--- config.mk ---
export PLATFORM = sky130hd
export DESIGN_NAME = rtcc_time_regs_low
export DESIGN_NICKNAME = d
export VERILOG_FILES = /design/src/rtl/rtcc_pkg.sv /design/src/rtl/osc_run_qualifier.sv /design/src/rtl/rtcc_time_regs_low.sv
export SDC_FILE = /design/constraint.sdc
export NUM_CORES = 1
export LEC_CHECK = 0
export BUFFER_PORTS_ARGS = -buffer_cell sky130_fd_sc_hd__buf_2
export CORE_UTILIZATION = 60
export CTS_BUF_LIST = sky130_fd_sc_hd__clkbuf_4
export DETAILED_ROUTE_END_ITERATION = 10
export PLACE_DENSITY = 0.81
export SLEW_MARGIN = 20
export SYNTH_ARGS = -nofsm -noshare
export SYNTH_HDL_FRONTEND = slang
export SYNTH_SLANG_ARGS = --single-unit
--- constraint.sdc ---
create_clock -name i_mclk -period 2.4 [get_ports i_mclk]
set_clock_uncertainty 0.05 [all_clocks]
set_input_delay 0.48 -clock i_mclk [delete_from_list [all_inputs] [get_ports i_mclk]]
set_output_delay 0.48 -clock i_mclk [all_outputs]
set_load 0.05 [all_outputs]
--- src/rtl/rtcc_pkg.sv ---
package rtcc_pkg;

  // --------------------------------------------------------------------------
  // register addresses
  // --------------------------------------------------------------------------
  localparam logic [7:0] ADDR_SUBSECOND_TIME = 8'h00;
  localparam logic [7:0] ADDR_SECONDS_AND_START = 8'h01;
  localparam logic [7:0] ADDR_MINUTES_TIME = 8'h02;
  localparam logic [7:0] ADDR_HOURS_FORMAT_CALSIGN = 8'h03;

  // --------------------------------------------------------------------------
  // field positions
  // --------------------------------------------------------------------------
  localparam int START_BIT_POS = 7;
  localparam int MIN_UNUSED_BIT_POS = 7;
  localparam int CALIB_SIGN_POS = 7;
  localparam int HOUR_FMT_POS = 6;
  localparam int AM_PM_POS = 5;
  localparam int TEN_HOUR_POS = 4;

  // --------------------------------------------------------------------------
  // bcd limits and wrap values
  // --------------------------------------------------------------------------
  localparam logic [7:0] SUBSEC_LAST = 8'h99;
  localparam logic [7:0] SEC_LAST = 8'h59;
  localparam logic [7:0] MIN_LAST = 8'h59;
  localparam logic [5:0] HOUR24_LAST = 6'h23;
  localparam logic [4:0] HOUR12_LAST = 5'h12;
  localparam logic [4:0] HOUR12_ROLL = 5'h11;
  localparam logic [4:0] HOUR12_FIRST = 5'h01;
  localparam logic [3:0] BCD_DIGIT_LAST = 4'h9;

  // --------------------------------------------------------------------------
  // values after reset
  // --------------------------------------------------------------------------
  localparam logic [7:0] SUBSEC_RESET = 8'h00;
  localparam logic [6:0] SEC_RESET = 7'h00;
  localparam logic [6:0] MIN_RESET = 7'h00;
  localparam logic [7:0] HOUR_RESET = 8'h00;

  // --------------------------------------------------------------------------
  // oscillator qualification
  // --------------------------------------------------------------------------
  localparam int OSC_QUAL_CYCLES = 32;
  localparam logic [5:0] OSC_QUAL_COUNT = 6'(OSC_QUAL_CYCLES);

  // --------------------------------------------------------------------------
  // carriers
  // --------------------------------------------------------------------------
  typedef struct packed {
    logic wr_en;
    logic rd_en;
    logic [7:0] addr;
    logic [7:0] wdata;
  } reg_req_s;

  typedef struct packed {
    logic calib_sign;
    logic fmt_12h;
    logic hi5;
    logic hi4;
    logic [3:0] units;
  } hours_s;

endpackage

--- src/rtl/osc_run_qualifier.sv ---
`timescale 1ns/1ps

module osc_run_qualifier (
  input wire logic i_mclk, // system clock
  input wire logic i_rst_n, // synchronous reset, active low
  input wire logic i_ce, // clock enable
  input wire logic i_osc_enable, // oscillator commanded on
  input wire logic i_osc_tick, // one pulse per oscillator cycle
  output logic o_running // oscillator seen running
);

  // --------------------------------------------------------------------------
  // state
  // --------------------------------------------------------------------------
  typedef struct packed {
    logic [5:0] count;
    logic running;
  } qual_s;

  qual_s st_r;
  qual_s st_nxt;

  always_comb begin
    st_nxt = st_r;
    if (!i_osc_enable) begin
      // stopping the oscillator drops the flag at once
      st_nxt.count = 6'h00;
      st_nxt.running = 1'b0;
    end else if (i_osc_tick && !st_r.running) begin
      st_nxt.count = st_r.count + 6'h01;
      if (st_r.count + 6'h01 >= rtcc_pkg::OSC_QUAL_COUNT) begin
        st_nxt.running = 1'b1;
      end
    end
  end

  always_ff @(posedge i_mclk) begin
    if (!i_rst_n) begin
      st_r <= '0;
    end else if (i_ce) begin
      st_r <= st_nxt;
    end
  end

  assign o_running = st_r.running;

endmodule // osc_run_qualifier

--- src/rtl/rtcc_time_regs_low.sv ---
`timescale 1ns/1ps

module rtcc_time_regs_low (
  input wire logic i_mclk, // system clock, 50 MHz
  input wire logic i_rst_n, // synchronous reset, active low
  input wire logic i_ce, // clock enable, freezes all state when low
  input wire logic i_osc_boot_variant, // high: oscillator runs from power-up
  input wire logic i_osc_tick, // one pulse per oscillator cycle
  input wire logic i_hundredth_tick, // one pulse per 1/100 s from the prescaler
  input wire logic i_wr_en, // register write strobe from serial front end
  input wire logic i_rd_en, // register read strobe from serial front end
  input wire logic [7:0] i_addr, // register address
  input wire logic [7:0] i_wdata, // write data
  output logic [7:0] o_rdata, // read data, registered
  output logic o_rd_valid, // read data valid pulse
  output logic o_osc_enable, // oscillator power control
  output logic o_osc_running_flag, // oscillator qualified as running
  output logic o_calib_sign, // calibration sign, 1 = negative
  output logic o_day_carry // one-cycle pulse at midnight rollover
);

  // --------------------------------------------------------------------------
  // state
  // --------------------------------------------------------------------------
  typedef struct packed {
    logic [7:0] subsec;
    logic [6:0] sec;
    logic start_bit;
    logic [6:0] min;
    rtcc_pkg::hours_s hour;
    logic [7:0] rdata;
    logic rd_valid;
    logic day_carry;
    logic osc_en;
  } time_s;

  time_s st_r;
  time_s st_nxt;

  rtcc_pkg::reg_req_s req;
  logic osc_running;
  logic count_en;
  logic step_subsec;
  logic [8:0] subsec_step;
  logic [8:0] sec_step;
  logic [8:0] min_step;
  logic [8:0] hour_step;
  logic wr_subsec;
  logic wr_sec;
  logic wr_min;
  logic wr_hour;

  // --------------------------------------------------------------------------
  // functions
  // --------------------------------------------------------------------------
  // two-digit bcd increment; bit 8 is the carry out at the last value
  function automatic logic [8:0] bcd_step(input logic [7:0] v, input logic [7:0] last);
    logic [8:0] r;
    r = {1'b0, v};
    if (v == last) begin
      r = 9'h100;
    end else if (v[3:0] >= rtcc_pkg::BCD_DIGIT_LAST) begin
      r = {1'b0, v[7:4] + 4'h1, 4'h0};
    end else begin
      r = {1'b0, v[7:4], v[3:0] + 4'h1};
    end
    return r;
  endfunction

  // hour field increment for either format; bit 8 is the day carry
  function automatic logic [8:0] hour_advance(input rtcc_pkg::hours_s h);
    logic [8:0] r;
    logic [4:0] h12;
    // full width so the 24-hour day carry in bit 8 survives
    logic [8:0] s;
    r = {1'b0, h};
    h12 = {h.hi4, h.units};
    if (h.fmt_12h) begin
      if (h12 == rtcc_pkg::HOUR12_ROLL) begin
        // 11 -> 12 flips am/pm; pm -> am is midnight
        r[3:0] = 4'h2;
        r[rtcc_pkg::TEN_HOUR_POS] = 1'b1;
        r[rtcc_pkg::AM_PM_POS] = ~h.hi5;
        r[8] = h.hi5;
      end else if (h12 >= rtcc_pkg::HOUR12_LAST) begin
        r[rtcc_pkg::TEN_HOUR_POS] = 1'b0;
        r[3:0] = rtcc_pkg::HOUR12_FIRST[3:0];
      end else begin
        s = bcd_step({3'h0, h12}, 8'hff);
        r[rtcc_pkg::TEN_HOUR_POS] = s[4];
        r[3:0] = s[3:0];
      end
    end else begin
      s = bcd_step({2'h0, h.hi5, h.hi4, h.units}, {2'h0, rtcc_pkg::HOUR24_LAST});
      r[rtcc_pkg::AM_PM_POS] = s[5];
      r[rtcc_pkg::TEN_HOUR_POS] = s[4];
      r[3:0] = s[3:0];
      r[8] = s[8];
    end
    return r;
  endfunction

  function automatic logic addr_hit(input rtcc_pkg::reg_req_s q, input logic [7:0] a);
    return q.wr_en && (q.addr == a);
  endfunction

  // --------------------------------------------------------------------------
  // oscillator status
  // --------------------------------------------------------------------------
  osc_run_qualifier u_osc_qual (
    .i_mclk(i_mclk),
    .i_rst_n(i_rst_n),
    .i_ce(i_ce),
    .i_osc_enable(st_r.osc_en),
    .i_osc_tick(i_osc_tick),
    .o_running(osc_running)
  );

  // --------------------------------------------------------------------------
  // counting
  // --------------------------------------------------------------------------
  always_comb begin
    req.wr_en = i_wr_en;
    req.rd_en = i_rd_en;
    req.addr = i_addr;
    req.wdata = i_wdata;
  end

  // the start bit gates counting on both variants; with the oscillator off no
  // prescaler ticks arrive, but gating here keeps a stray tick harmless
  assign count_en = st_r.start_bit && st_r.osc_en;
  assign step_subsec = count_en && i_hundredth_tick;

  always_comb begin
    subsec_step = bcd_step(st_r.subsec, rtcc_pkg::SUBSEC_LAST);
    sec_step = bcd_step({1'b0, st_r.sec}, rtcc_pkg::SEC_LAST);
    min_step = bcd_step({1'b0, st_r.min}, rtcc_pkg::MIN_LAST);
    hour_step = hour_advance(st_r.hour);
  end

  always_comb begin
    wr_subsec = addr_hit(req, rtcc_pkg::ADDR_SUBSECOND_TIME);
    wr_sec = addr_hit(req, rtcc_pkg::ADDR_SECONDS_AND_START);
    wr_min = addr_hit(req, rtcc_pkg::ADDR_MINUTES_TIME);
    wr_hour = addr_hit(req, rtcc_pkg::ADDR_HOURS_FORMAT_CALSIGN);
  end

  // --------------------------------------------------------------------------
  // next state
  // --------------------------------------------------------------------------
  always_comb begin
    st_nxt = st_r;
    st_nxt.rd_valid = 1'b0;
    st_nxt.day_carry = 1'b0;

    // ripple carries; a write to a field overrides its count in the same cycle
    if (step_subsec) begin
      st_nxt.subsec = subsec_step[7:0];
      if (subsec_step[8]) begin
        st_nxt.sec = sec_step[6:0];
        if (sec_step[8]) begin
          st_nxt.min = min_step[6:0];
          if (min_step[8]) begin
            st_nxt.hour = rtcc_pkg::hours_s'(hour_step[7:0]);
            st_nxt.day_carry = hour_step[8];
          end
        end
      end
    end

    if (wr_subsec) begin
      st_nxt.subsec = req.wdata;
    end
    if (wr_sec) begin
      st_nxt.start_bit = req.wdata[rtcc_pkg::START_BIT_POS];
      st_nxt.sec = req.wdata[6:0];
    end
    if (wr_min) begin
      st_nxt.min = req.wdata[6:0];
    end
    if (wr_hour) begin
      st_nxt.hour.calib_sign = req.wdata[rtcc_pkg::CALIB_SIGN_POS];
      st_nxt.hour.fmt_12h = req.wdata[rtcc_pkg::HOUR_FMT_POS];
      st_nxt.hour.hi5 = req.wdata[rtcc_pkg::AM_PM_POS];
      st_nxt.hour.hi4 = req.wdata[rtcc_pkg::TEN_HOUR_POS];
      st_nxt.hour.units = req.wdata[3:0];
    end

    // oscillator-start variant follows the start bit; the other always runs
    if (i_osc_boot_variant) begin
      st_nxt.osc_en = 1'b1;
    end else begin
      st_nxt.osc_en = st_nxt.start_bit;
    end

    // read path
    if (req.rd_en) begin
      st_nxt.rd_valid = 1'b1;
      case (req.addr)
        rtcc_pkg::ADDR_SUBSECOND_TIME: begin
          st_nxt.rdata = st_r.subsec;
        end
        rtcc_pkg::ADDR_SECONDS_AND_START: begin
          st_nxt.rdata = {st_r.start_bit, st_r.sec};
        end
        rtcc_pkg::ADDR_MINUTES_TIME: begin
          st_nxt.rdata = {1'b0, st_r.min};
        end
        rtcc_pkg::ADDR_HOURS_FORMAT_CALSIGN: begin
          st_nxt.rdata = st_r.hour;
        end
        default: begin
          // other addresses belong to neighbouring blocks
          st_nxt.rdata = 8'h00;
        end
      endcase
    end
  end

  // --------------------------------------------------------------------------
  // registers
  // --------------------------------------------------------------------------
  always_ff @(posedge i_mclk) begin
    if (!i_rst_n) begin
      st_r.subsec <= rtcc_pkg::SUBSEC_RESET;
      st_r.sec <= rtcc_pkg::SEC_RESET;
      st_r.start_bit <= 1'b0;
      st_r.min <= rtcc_pkg::MIN_RESET;
      st_r.hour <= rtcc_pkg::hours_s'(rtcc_pkg::HOUR_RESET);
      st_r.rdata <= 8'h00;
      st_r.rd_valid <= 1'b0;
      st_r.day_carry <= 1'b0;
      st_r.osc_en <= 1'b0;
    end else if (i_ce) begin
      st_r <= st_nxt;
    end
  end

  // --------------------------------------------------------------------------
  // outputs
  // --------------------------------------------------------------------------
  assign o_rdata = st_r.rdata;
  assign o_rd_valid = st_r.rd_valid;
  assign o_osc_enable = st_r.osc_en;
  assign o_osc_running_flag = osc_running;
  assign o_calib_sign = st_r.hour.calib_sign;
  assign o_day_carry = st_r.day_carry;

endmodule // rtcc_time_regs_low

==> results of run 1 <==
## final timing paths
kind,startpoint,end,slack [ns]
max,st_r[11],st_r[15],0.17
min reg2reg,o_day_carry,o_day_carry,0.42
max reg2reg,st_r[11],st_r[15],0.17
min,i_osc_boot_variant,o_osc_enable,0.30
## layer usage
metal / GRT usage (%) / vias to the layer above
met1: 38.8 / 1507
met4: 13.4 / 0
li1: - / 1532
met3: 7.98 / 31
met2: 52.0 / 191
met5: 0 / -
## final cells by class
cell class                      count  area, µm²
Clock buffer                        5       37.5
Tap cell                           72       90.1
Inverter                           19       71.3
Multi-Input combinational cell    298       2160
Clock inverter                      3       46.3
Fill cell                         483       1810
Timing Repair Buffer               49        278
Sequential cell                    49        981
## kinds of logic after synthesis
family / after synthesis
DFF: 49
muxes: 11
adders and majority gates: 21
xor gates and xnor gates: 8
and+or+nand+nor: 151
buffers and inverters: 48
AOI/OAI and AO/OA: 107
## cells in the final DEF, fill, tap and decap left out, drive strengths merged, types with 8 or more instances in the layout
cell | Yosys | final
o21ai | 18 | 18
nor3 | 9 | 9
inv | 19 | 19
nand2 | 29 | 29
ha | 21 | 21
and3 | 8 | 8
nand4 | 8 | 8
nor2 | 32 | 32
a21oi | 27 | 27
a22oi | 9 | 9
nand3 | 23 | 23
buf | 23 | 49
dfxtp | 49 | 49
## per-stage QoR
step	instance area, µm²	setup WS [ns]	hold WS, ns
floorplan	3390	0.352	0.407
global placement	3580	0.289	0.400
detailed placement	3580	0.236	0.407
CTS	3660	0.231	0.280
global route	3660	0.0471	0.314
finish	3660	0.169	0.300
## power by group
group / switching, mW / internal (mW) / leakage, nW
Sequential: 0.00986 / 0.821 / 0.395
Clock: 0.295 / 0.221 / 0.0414
Combinational: 0.0929 / 0.0449 / 0.924
## sequential cells by signal, indices dropped and copies added (netlist names)
| signal | cells |
|---|---|
| o_rd_valid | 1 |
| hour_step | 1 |
| u_osc_qual.o_running | 1 |
| o_calib_sign | 1 |
| o_osc_enable | 1 |
| o_rdata | 8 |
| st_r | 29 |
| o_day_carry | 1 |
| u_osc_qual.st_r | 6 |
## worst reg2reg max path, delay by kind of cell, from the launching register on
family / cells / cell delay, ns
buffers and inverters: 1 / 0.11
DFF: 1 / 0.45
AOI/OAI and AO/OA: 3 / 0.89
adders and majority gates: 1 / 0.21
and+or+nand+nor: 2 / 0.42
==> results.ini, run 1 <==
[worst_setup_path]
critical_path.top_delay_family=compound AO/OA/AOI/OAI gates
arrival_ns=2.46
worst_r2r_path_depth=7
max_stage_delay_ns=0.46
crit_fanout=6
crit_type=reg -> reg
crit_required_ns=2.63
crit_cells=7
crit_path_end_kind=flip-flop
cpMaxStageDelayCell=o41ai_1
cp_num_buf_inv=1
path_cells=inv_1 -> ha_1 -> o41ai_1 -> nand3b_1 -> a211oi_1 -> or2_1 -> o41ai_2
start_kind=flip-flop

[cells_and_area]
antenna-diode-count=0
final_util_pct=66.9
syn2layout_area_growth_pct=7.92
final_cell_count_no_fill=495
final_layout_size_suffix_gt1_share_pct=19.6
nets=467

[sta]
finalSetupTns_ns=0
drv_slew=0
setup_viol=0
period_share_pct=93.0
max_freq_ghz=0.448
relSlewSlack_pct=56.3
min_period_ns=2.23
rsz0062_at_grt=false
hold_viol=0
worst_pin_slew_ns=0.652

[power_and_ir_drop]
cellPowerDensity_mw_per_mm2=405
ir_drop_mv=0.330
p_leak_nw=1.36
finalPower_mw=1.48

[route]
route.met3.wl_um=903
dr.pass1.iters=5
wl_per_cell_um=18.2
wirelength_um=9020
route.vias.total=3261
antenna_left=0
routed_via_density=6.59
drc=0
met1_length_um=3730
drt_iter0_markers=366
route.met2.wl_um=4110
top_layer=met4

[placement]
dpl.hpwl_um=6590
placed_cells=487
place.gp.congestion=0.945
portBuffers=36

[grt]
grt_max_degree=23
grtUsageTotal_pct=31.6
grt_pass1_wl_um=14800
antenna_found_initial=0
globalRouteOverflowTotal=0
grt_pass1_vias=3037

[synthesis]
yosysWarnings=0
syn_nets=440
synth_seq_cells=49
synth_compound_area_share_pct=22.2
syn_avg_cell_area_um2=8.59
synth.top_cells.by_area=dfxtp_1 29%, ha_1 7.7%, mux4_2 4.6%
netlist_instances=395
synthMuxAreaShare_pct=5.86
synth_top_area_cell=dfxtp_1
synth-edff-count=0
synthArstFlopShare_pct=0
synth_common_cells=49 x dfxtp_1, 32 x nor2_1, 29 x nand2_1
synthAdderAreaFrac_pct=7.74
post_synth_and_or_nand_nor_area_fraction_pct=25.8
synth_ff_type=dfxtp_1
synth-xor-area-share_pct=2.06
synth_most_common_cell=dfxtp_1
synth_top_family_by_area=simple AND/OR/NAND/NOR gates
synth_top_area_share_pct=28.9
yosysSeqAreaShare_pct=28.9
synthesis.area_mm2=0.00339
netlist-cell-type-count=75

[clock_tree]
clk_latency_ns=0.38
post_cts_resized=0
cts_buffer_depth=2
cts_tree=done
clock_sinks=49
cts_hold_buf=0
cts.reportedPaths.clkPinSlew_ns=0.15
cts_buffers=5
cts_root_buf=clkbuf_4
cts.htree.levels=2
cts_setup_buffers=0

[hold_path]
hold_path.class=in -> reg
whs_path_depth=3

[floorplan]
die_height_um=77.2
die_w_um=77.2
core_area_mm2=0.00547
start_util_pct=62.0
die_area_mm2=0.00596
rows=27
io_pins=37

[flow_run]
maxCapViolations=0

[status]
status=completed

Power figures use the tool's default switching activity.
==> run 2: changes to the inputs <==
--- a/config.mk
+++ b/config.mk
@@ -9,6 +9,7 @@
 export CORE_UTILIZATION = 60
 export CTS_BUF_LIST = sky130_fd_sc_hd__clkbuf_4
 export DETAILED_ROUTE_END_ITERATION = 10
+export GPL_TIMING_DRIVEN = 0
 export PLACE_DENSITY = 0.81
 export SLEW_MARGIN = 20
 export SYNTH_ARGS = -nofsm -noshare
==> run 2 against run 1 <==
Critical path depth is 1 lower. Largest cell class unchanged. Maximum frequency is 0.11% higher. Critical path type unchanged. Die area stayed put. Total power is 6.9% lower. Final cell count is 3.0% higher. Clock power is 20% lower. Critical endpoint is now st_r[12].
==> results.ini, run 2 (same netlist as run 1, synthesis figures left out) <==
[floorplan]
core_area_mm2=0.00547  ; unchanged
io_pins=37  ; unchanged
start_util_pct=62.0  ; unchanged
die_height_um=77.2  ; unchanged
die_area_mm2=0.00596  ; unchanged
die_w_um=77.2  ; unchanged
rows=27  ; unchanged

[grt]
grt_pass1_vias=2994  ; was 3037
grtUsageTotal_pct=32.4  ; was 31.6%
globalRouteOverflowTotal=0  ; unchanged
grt_max_degree=16  ; was 23
grt_pass1_wl_um=15100  ; was 14800 µm
antenna_found_initial=0  ; unchanged

[placement]
place.gp.congestion=0.917  ; was 0.945
dpl.hpwl_um=6960  ; was 6590 µm
placed_cells=502  ; was 487
place_ws_ns=0.145  ; was 0.236 ns
portBuffers=35  ; was 36
placed_cell_area_mm2=0.00366  ; was 0.00358 mm²

[clock_tree]
cts_hold_buf=0  ; unchanged
cts_buffers=5  ; unchanged
clk_latency_ns=0.38  ; about the same
cts_buffer_depth=2  ; unchanged
cts_tree=done  ; unchanged
clock_sinks=49  ; unchanged
cts_root_buf=clkbuf_4  ; unchanged
cts.reportedPaths.clkPinSlew_ns=0.15  ; about the same
cts.htree.levels=2  ; unchanged

[cells_and_area]
fillCellCount=475  ; was 483
final_layout_size_suffix_gt1_share_pct=21.0  ; was 19.6%
final_cell_count_no_fill=510  ; was 495
fin_area_mm2=0.00373  ; was 0.00366 mm²
final_common_cell=dfxtp_1  ; unchanged
antenna-diode-count=0  ; unchanged
syn2layout_area_growth_pct=9.92  ; was 7.92%
nets=482  ; was 467
largest_register_ff_count=29  ; unchanged
final_cell_mix=49 x dfxtp_1, 43 x buf_2, 32 x nor2_1, 29 x nand2_1, 25 x a21oi_1  ; was 49 x dfxtp_1, 36 x buf_2, 32 x nor2_1, 29 x nand2_1, 25 x a21oi_1
largest_register=st_r  ; unchanged

[route]
dr.pass1.iters=5  ; unchanged
drc=0  ; unchanged
drt_iter0_markers=374  ; was 366
wl_per_cell_um=18.3  ; was 18.2 µm
routed_via_density=6.70  ; was 6.59
wirelength_um=9360  ; was 9020 µm
route.vias.total=3417  ; was 3261
antenna_left=0  ; unchanged

[power_and_ir_drop]
seqPwrFrac_pct=59.9  ; was 55.9%
cellPowerDensity_mw_per_mm2=370  ; was 405 mW/mm²
pwr-share-clk_pct=29.8  ; was 34.8%
p_switching_uw=389  ; was 398 µW
ir_drop_mv=0.267  ; was 0.330 mV
switching_share_pct=28.1  ; was 26.8%
finalPower_mw=1.38  ; was 1.48 mW
combinationalPowerShare_pct=10.4  ; was 9.3%
p_leak_nw=1.42  ; was 1.36 nW
p_int_uw=993  ; was 1.09 mW

[sta]
max_freq_ghz=0.449  ; was 0.448 GHz
worst_pin_slew_ns=0.744  ; was 0.652 ns
relSlewSlack_pct=50.3  ; was 56.3%
setup_ws_ns=0.171  ; was 0.169 ns
finalSetupTns_ns=0  ; unchanged
period_share_pct=92.9  ; was 93.0%
setup_viol=0  ; unchanged
hold_viol=0  ; unchanged
drv_slew=0  ; unchanged
rsz0062_at_grt=false  ; unchanged
min_period_ns=2.23  ; about the same

[flow_run]
maxCapViolations=0  ; unchanged

[worst_setup_path]
crit_fanout=7  ; was 6
max_stage_delay_ns=0.52  ; was 0.46 ns
crit_path_end_kind=flip-flop  ; unchanged
path_cells=ha_1 -> and4_1 -> nand3_1 -> nor3_1 -> nor3_1 -> o31a_1  ; was inv_1 -> ha_1 -> o41ai_1 -> nand3b_1 -> a211oi_1 -> or2_1 -> o41ai_2
crit_type=reg -> reg  ; unchanged
arrival_ns=2.44  ; was 2.46 ns
cp_num_buf_inv=0  ; was 1
cpMaxStageDelayCell=nor3_1  ; was o41ai_1
start_kind=flip-flop  ; unchanged
critical_path.top_delay_family=simple AND/OR/NAND/NOR gates  ; was compound AO/OA/AOI/OAI gates
cp_common_cell=nor3_1
crit_required_ns=2.61  ; was 2.63 ns

[hold_path]
hold_path.class=in -> reg  ; unchanged

[status]
status=completed  ; unchanged

[run 2: worst min-delay path: stages]
cell     delay [ns]
buf_2          0.09
inv_1          0.04
a31oi_1        0.07
[run 2: metrics by stage]
step | util, % | hold WS (ns)
floorplan | - | 0.407
global placement | 66.9 | 0.398
detailed placement | 66.9 | 0.420
CTS | 67.9 | 0.272
global route | 68.2 | 0.282
finish | 68.2 | 0.284
[run 2: what timing repair did]
item,in CTS,in global routing
resized for setup,0,2
buffers inserted,0,0
endpoints found under the setup margin,0,2
[run 2: power by group through the flow]
stage	logic, mW	registers [mW]	clock network, mW
floorplan	0.0699	0.850	0
global placement	0.137	0.844	0
detailed placement	0.139	0.845	0
CTS	0.140	0.827	0.416
global route	0.153	0.829	0.449
finish	0.143	0.827	0.411
[run 2: path summary, 6_finish.rpt]
check,endpoint,cells after the start,start,slack (ns)
setup reg to reg,st_r[12],6,st_r[27],0.17
setup / recovery,st_r[12],6,st_r[27],0.17
hold reg to reg,o_rd_valid,2,o_rd_valid,0.44
hold / removal,o_osc_enable,3,i_osc_boot_variant,0.28
[run 2: layer usage]
layer	GRT usage [%]	routed length, µm
met4	15.7	401
met1	42.1	3970
met3	8.33	866
met2	49.6	4120
met5	0	0
[run 2: layout make-up]
class / count / area, µm² / share of cell area, %
flip-flops and latches: 49 / 981 / 26.3
repair buffers: 35 / 175 / 4.69
clock buffers: 6 / 45.0 / 1.21
multi-input cells: 298 / 2170 / 58.2
clock inverters: 2 / 13.8 / 0.369
well taps: 72 / 90.1 / 2.41
inverters: 19 / 71.3 / 1.91
plain buffers: 29 / 183 / 4.90
==> run 3: changes to the inputs <==
--- a/config.mk
+++ b/config.mk
@@ -10,7 +10,7 @@
 export CTS_BUF_LIST = sky130_fd_sc_hd__clkbuf_4
 export DETAILED_ROUTE_END_ITERATION = 10
 export GPL_TIMING_DRIVEN = 0
-export PLACE_DENSITY = 0.81
+export PLACE_DENSITY = 0.84
 export SLEW_MARGIN = 20
 export SYNTH_ARGS = -nofsm -noshare
 export SYNTH_HDL_FRONTEND = slang
==> run 3 against run 2 <==
Final cell count fell by 0.20%. Count of clock-buffer cells in the layout stayed put. Die area is the same. Highest routed layer unchanged. Global-route usage about the same. Worst hold slack improved by 0.056 ns. Routed wire length about the same. Total power fell by 3.6%. Worst setup slack improved by 0.0030 ns. Via count is 1.1% lower. Clock power fell by 12%. Sequential power hardly changed.
==> results.ini, run 3 (same netlist as run 1, synthesis figures left out) <==
[floorplan]
rows=27  ; unchanged
core_area_mm2=0.00547  ; unchanged
die_height_um=77.2  ; unchanged
die_area_mm2=0.00596  ; unchanged
start_util_pct=62.0  ; unchanged
die_w_um=77.2  ; unchanged
io_pins=37  ; unchanged

[sta]
relSlewSlack_pct=53.0  ; was 50.3%
hold_viol=0  ; unchanged
setup_viol=0  ; unchanged
finalSetupTns_ns=0  ; unchanged
min_period_ns=2.23  ; about the same
rsz0062_at_grt=false  ; unchanged
period_share_pct=92.7  ; was 92.9%
setup_ws_ns=0.174  ; was 0.171 ns
drv_slew=0  ; unchanged
worst_pin_slew_ns=0.704  ; was 0.744 ns
max_freq_ghz=0.449  ; about the same

[cells_and_area]
antenna-diode-count=0  ; unchanged
nets=482  ; unchanged
final_cell_mix=49 x dfxtp_1, 43 x buf_2, 32 x nor2_1, 29 x nand2_1, 25 x a21oi_1  ; unchanged
largest_register_ff_count=29  ; unchanged
syn2layout_area_growth_pct=9.62  ; was 9.92%
largest_register=st_r  ; unchanged
final_layout_size_suffix_gt1_share_pct=20.6  ; was 21.0%
final_common_cell=dfxtp_1  ; unchanged

[placement]
dpl.hpwl_um=6940  ; was 6960 µm
place_ws_ns=0.195  ; was 0.145 ns
place.gp.congestion=0.914  ; was 0.917
portBuffers=35  ; unchanged

[worst_setup_path]
crit_type=reg -> reg  ; unchanged
crit_required_ns=2.67  ; was 2.61 ns
crit_fanout=6  ; was 7
arrival_ns=2.49  ; was 2.44 ns
timing.critical_path.from=st_r[12]  ; was st_r[27]
worst-r2r-setup-slack_ns=0.17  ; about the same
crit_path_end_kind=flip-flop  ; unchanged
start_kind=flip-flop  ; unchanged
r2r_start=st_r[12]  ; was st_r[27]
worst_r2r_path_depth=7  ; was 6

[route]
wl_per_cell_um=18.4  ; was 18.3 µm
route.vias.total=3379  ; was 3417
antenna_left=0  ; unchanged
wirelength_um=9350  ; was 9360 µm
drc=0  ; unchanged
routed_via_density=6.64  ; was 6.70
drt_iter0_markers=448  ; was 374
dr.pass1.iters=5  ; unchanged

[clock_tree]
cts_buffer_depth=2  ; unchanged
cts_tree=done  ; unchanged
cts_root_buf=clkbuf_4  ; unchanged
cts.reportedPaths.clkPinSlew_ns=0.13  ; was 0.15 ns
cts.htree.levels=2  ; unchanged
cts_buffers=5  ; unchanged
clk_latency_ns=0.36  ; was 0.38 ns
clock_sinks=49  ; unchanged

[grt]
antenna_found_initial=0  ; unchanged
grtUsageTotal_pct=32.4  ; about the same
globalRouteOverflowTotal=0  ; unchanged
grt_max_degree=14  ; was 16
grt_pass1_vias=3071  ; was 2994
grt_pass1_wl_um=15200  ; was 15100 µm

[status]
status=completed  ; unchanged

[power_and_ir_drop]
ir_drop_mv=0.303  ; was 0.267 mV
p_leak_nw=1.41  ; was 1.42 nW
cellPowerDensity_mw_per_mm2=358  ; was 370 mW/mm²

[hold_path]
worstHoldStart=i_osc_boot_variant  ; unchanged
whs_path_depth=3  ; unchanged
hold_path.class=in -> reg  ; unchanged

[flow_run]
maxCapViolations=0  ; unchanged

[run 3: critical path, cell delays in order (launching register included)]
cell      delay (ns)
dfxtp_1         0.50
inv_1           0.13
ha_1            0.23
nor4bb_4        0.19
or3b_1          0.40
a221o_1         0.34
a211oi_1        0.23
a31o_1          0.13
[run 3: final timing paths]
| path | endpoint |
|---|---|
| min reg2reg | o_rd_valid |
| max | st_r[11] |
| max reg2reg | st_r[11] |
| min | o_osc_enable |
[run 3: report_power, final]
| part | leakage (nW) | internal (mW) | switching, mW | total, mW |
|---|---|---|---|---|
| clock | 0.0292 | 0.118 | 0.243 | 0.362 |
| combinational | 0.988 | 0.0441 | 0.101 | 0.145 |
| sequential | 0.395 | 0.820 | 0.00684 | 0.827 |
[run 3: per-stage QoR]
stage / instances / hold WS, ns / total power [mW] / utilization [%] / instance area (µm²)
final: 509 / 0.340 / 1.33 / 68.0 / 3720
after global routing: 509 / 0.328 / 1.39 / 68.0 / 3720
after CTS: 509 / 0.323 / 1.34 / 67.8 / 3710
after detailed placement: 502 / 0.418 / 0.985 / 66.9 / 3660
after global placement: 502 / 0.398 / 0.982 / 66.9 / 3660
after floorplan: 395 / 0.407 / 0.920 / - / 3390
[run 3: per-layer routing]
layer	up-vias	global-route usage, %	share of wire (%)
li1	1574	-	-
met1	1578	44.5	41
met2	189	49.0	46
met3	38	5.83	9.0
met4	0	14.7	4.0
met5	-	0	0
[run 3: layout make-up]
cell class | count | area, µm²
multi-input combinational | 298 | 2170
sequential | 49 | 981
fill | 479 | 1750
buffer | 29 | 183
tap | 72 | 90.1
inverter | 19 | 71.3
clock inverter | 1 | 3.75
clock buffer | 6 | 45.0
timing repair buffer | 35 | 175
[run 3: repair_timing]
action | in CTS | in global routing
setup endpoints to repair | 0 | 3
setup buffers | 0 | 0
gates resized for setup | 0 | 2
hold buffers | 0 | 0
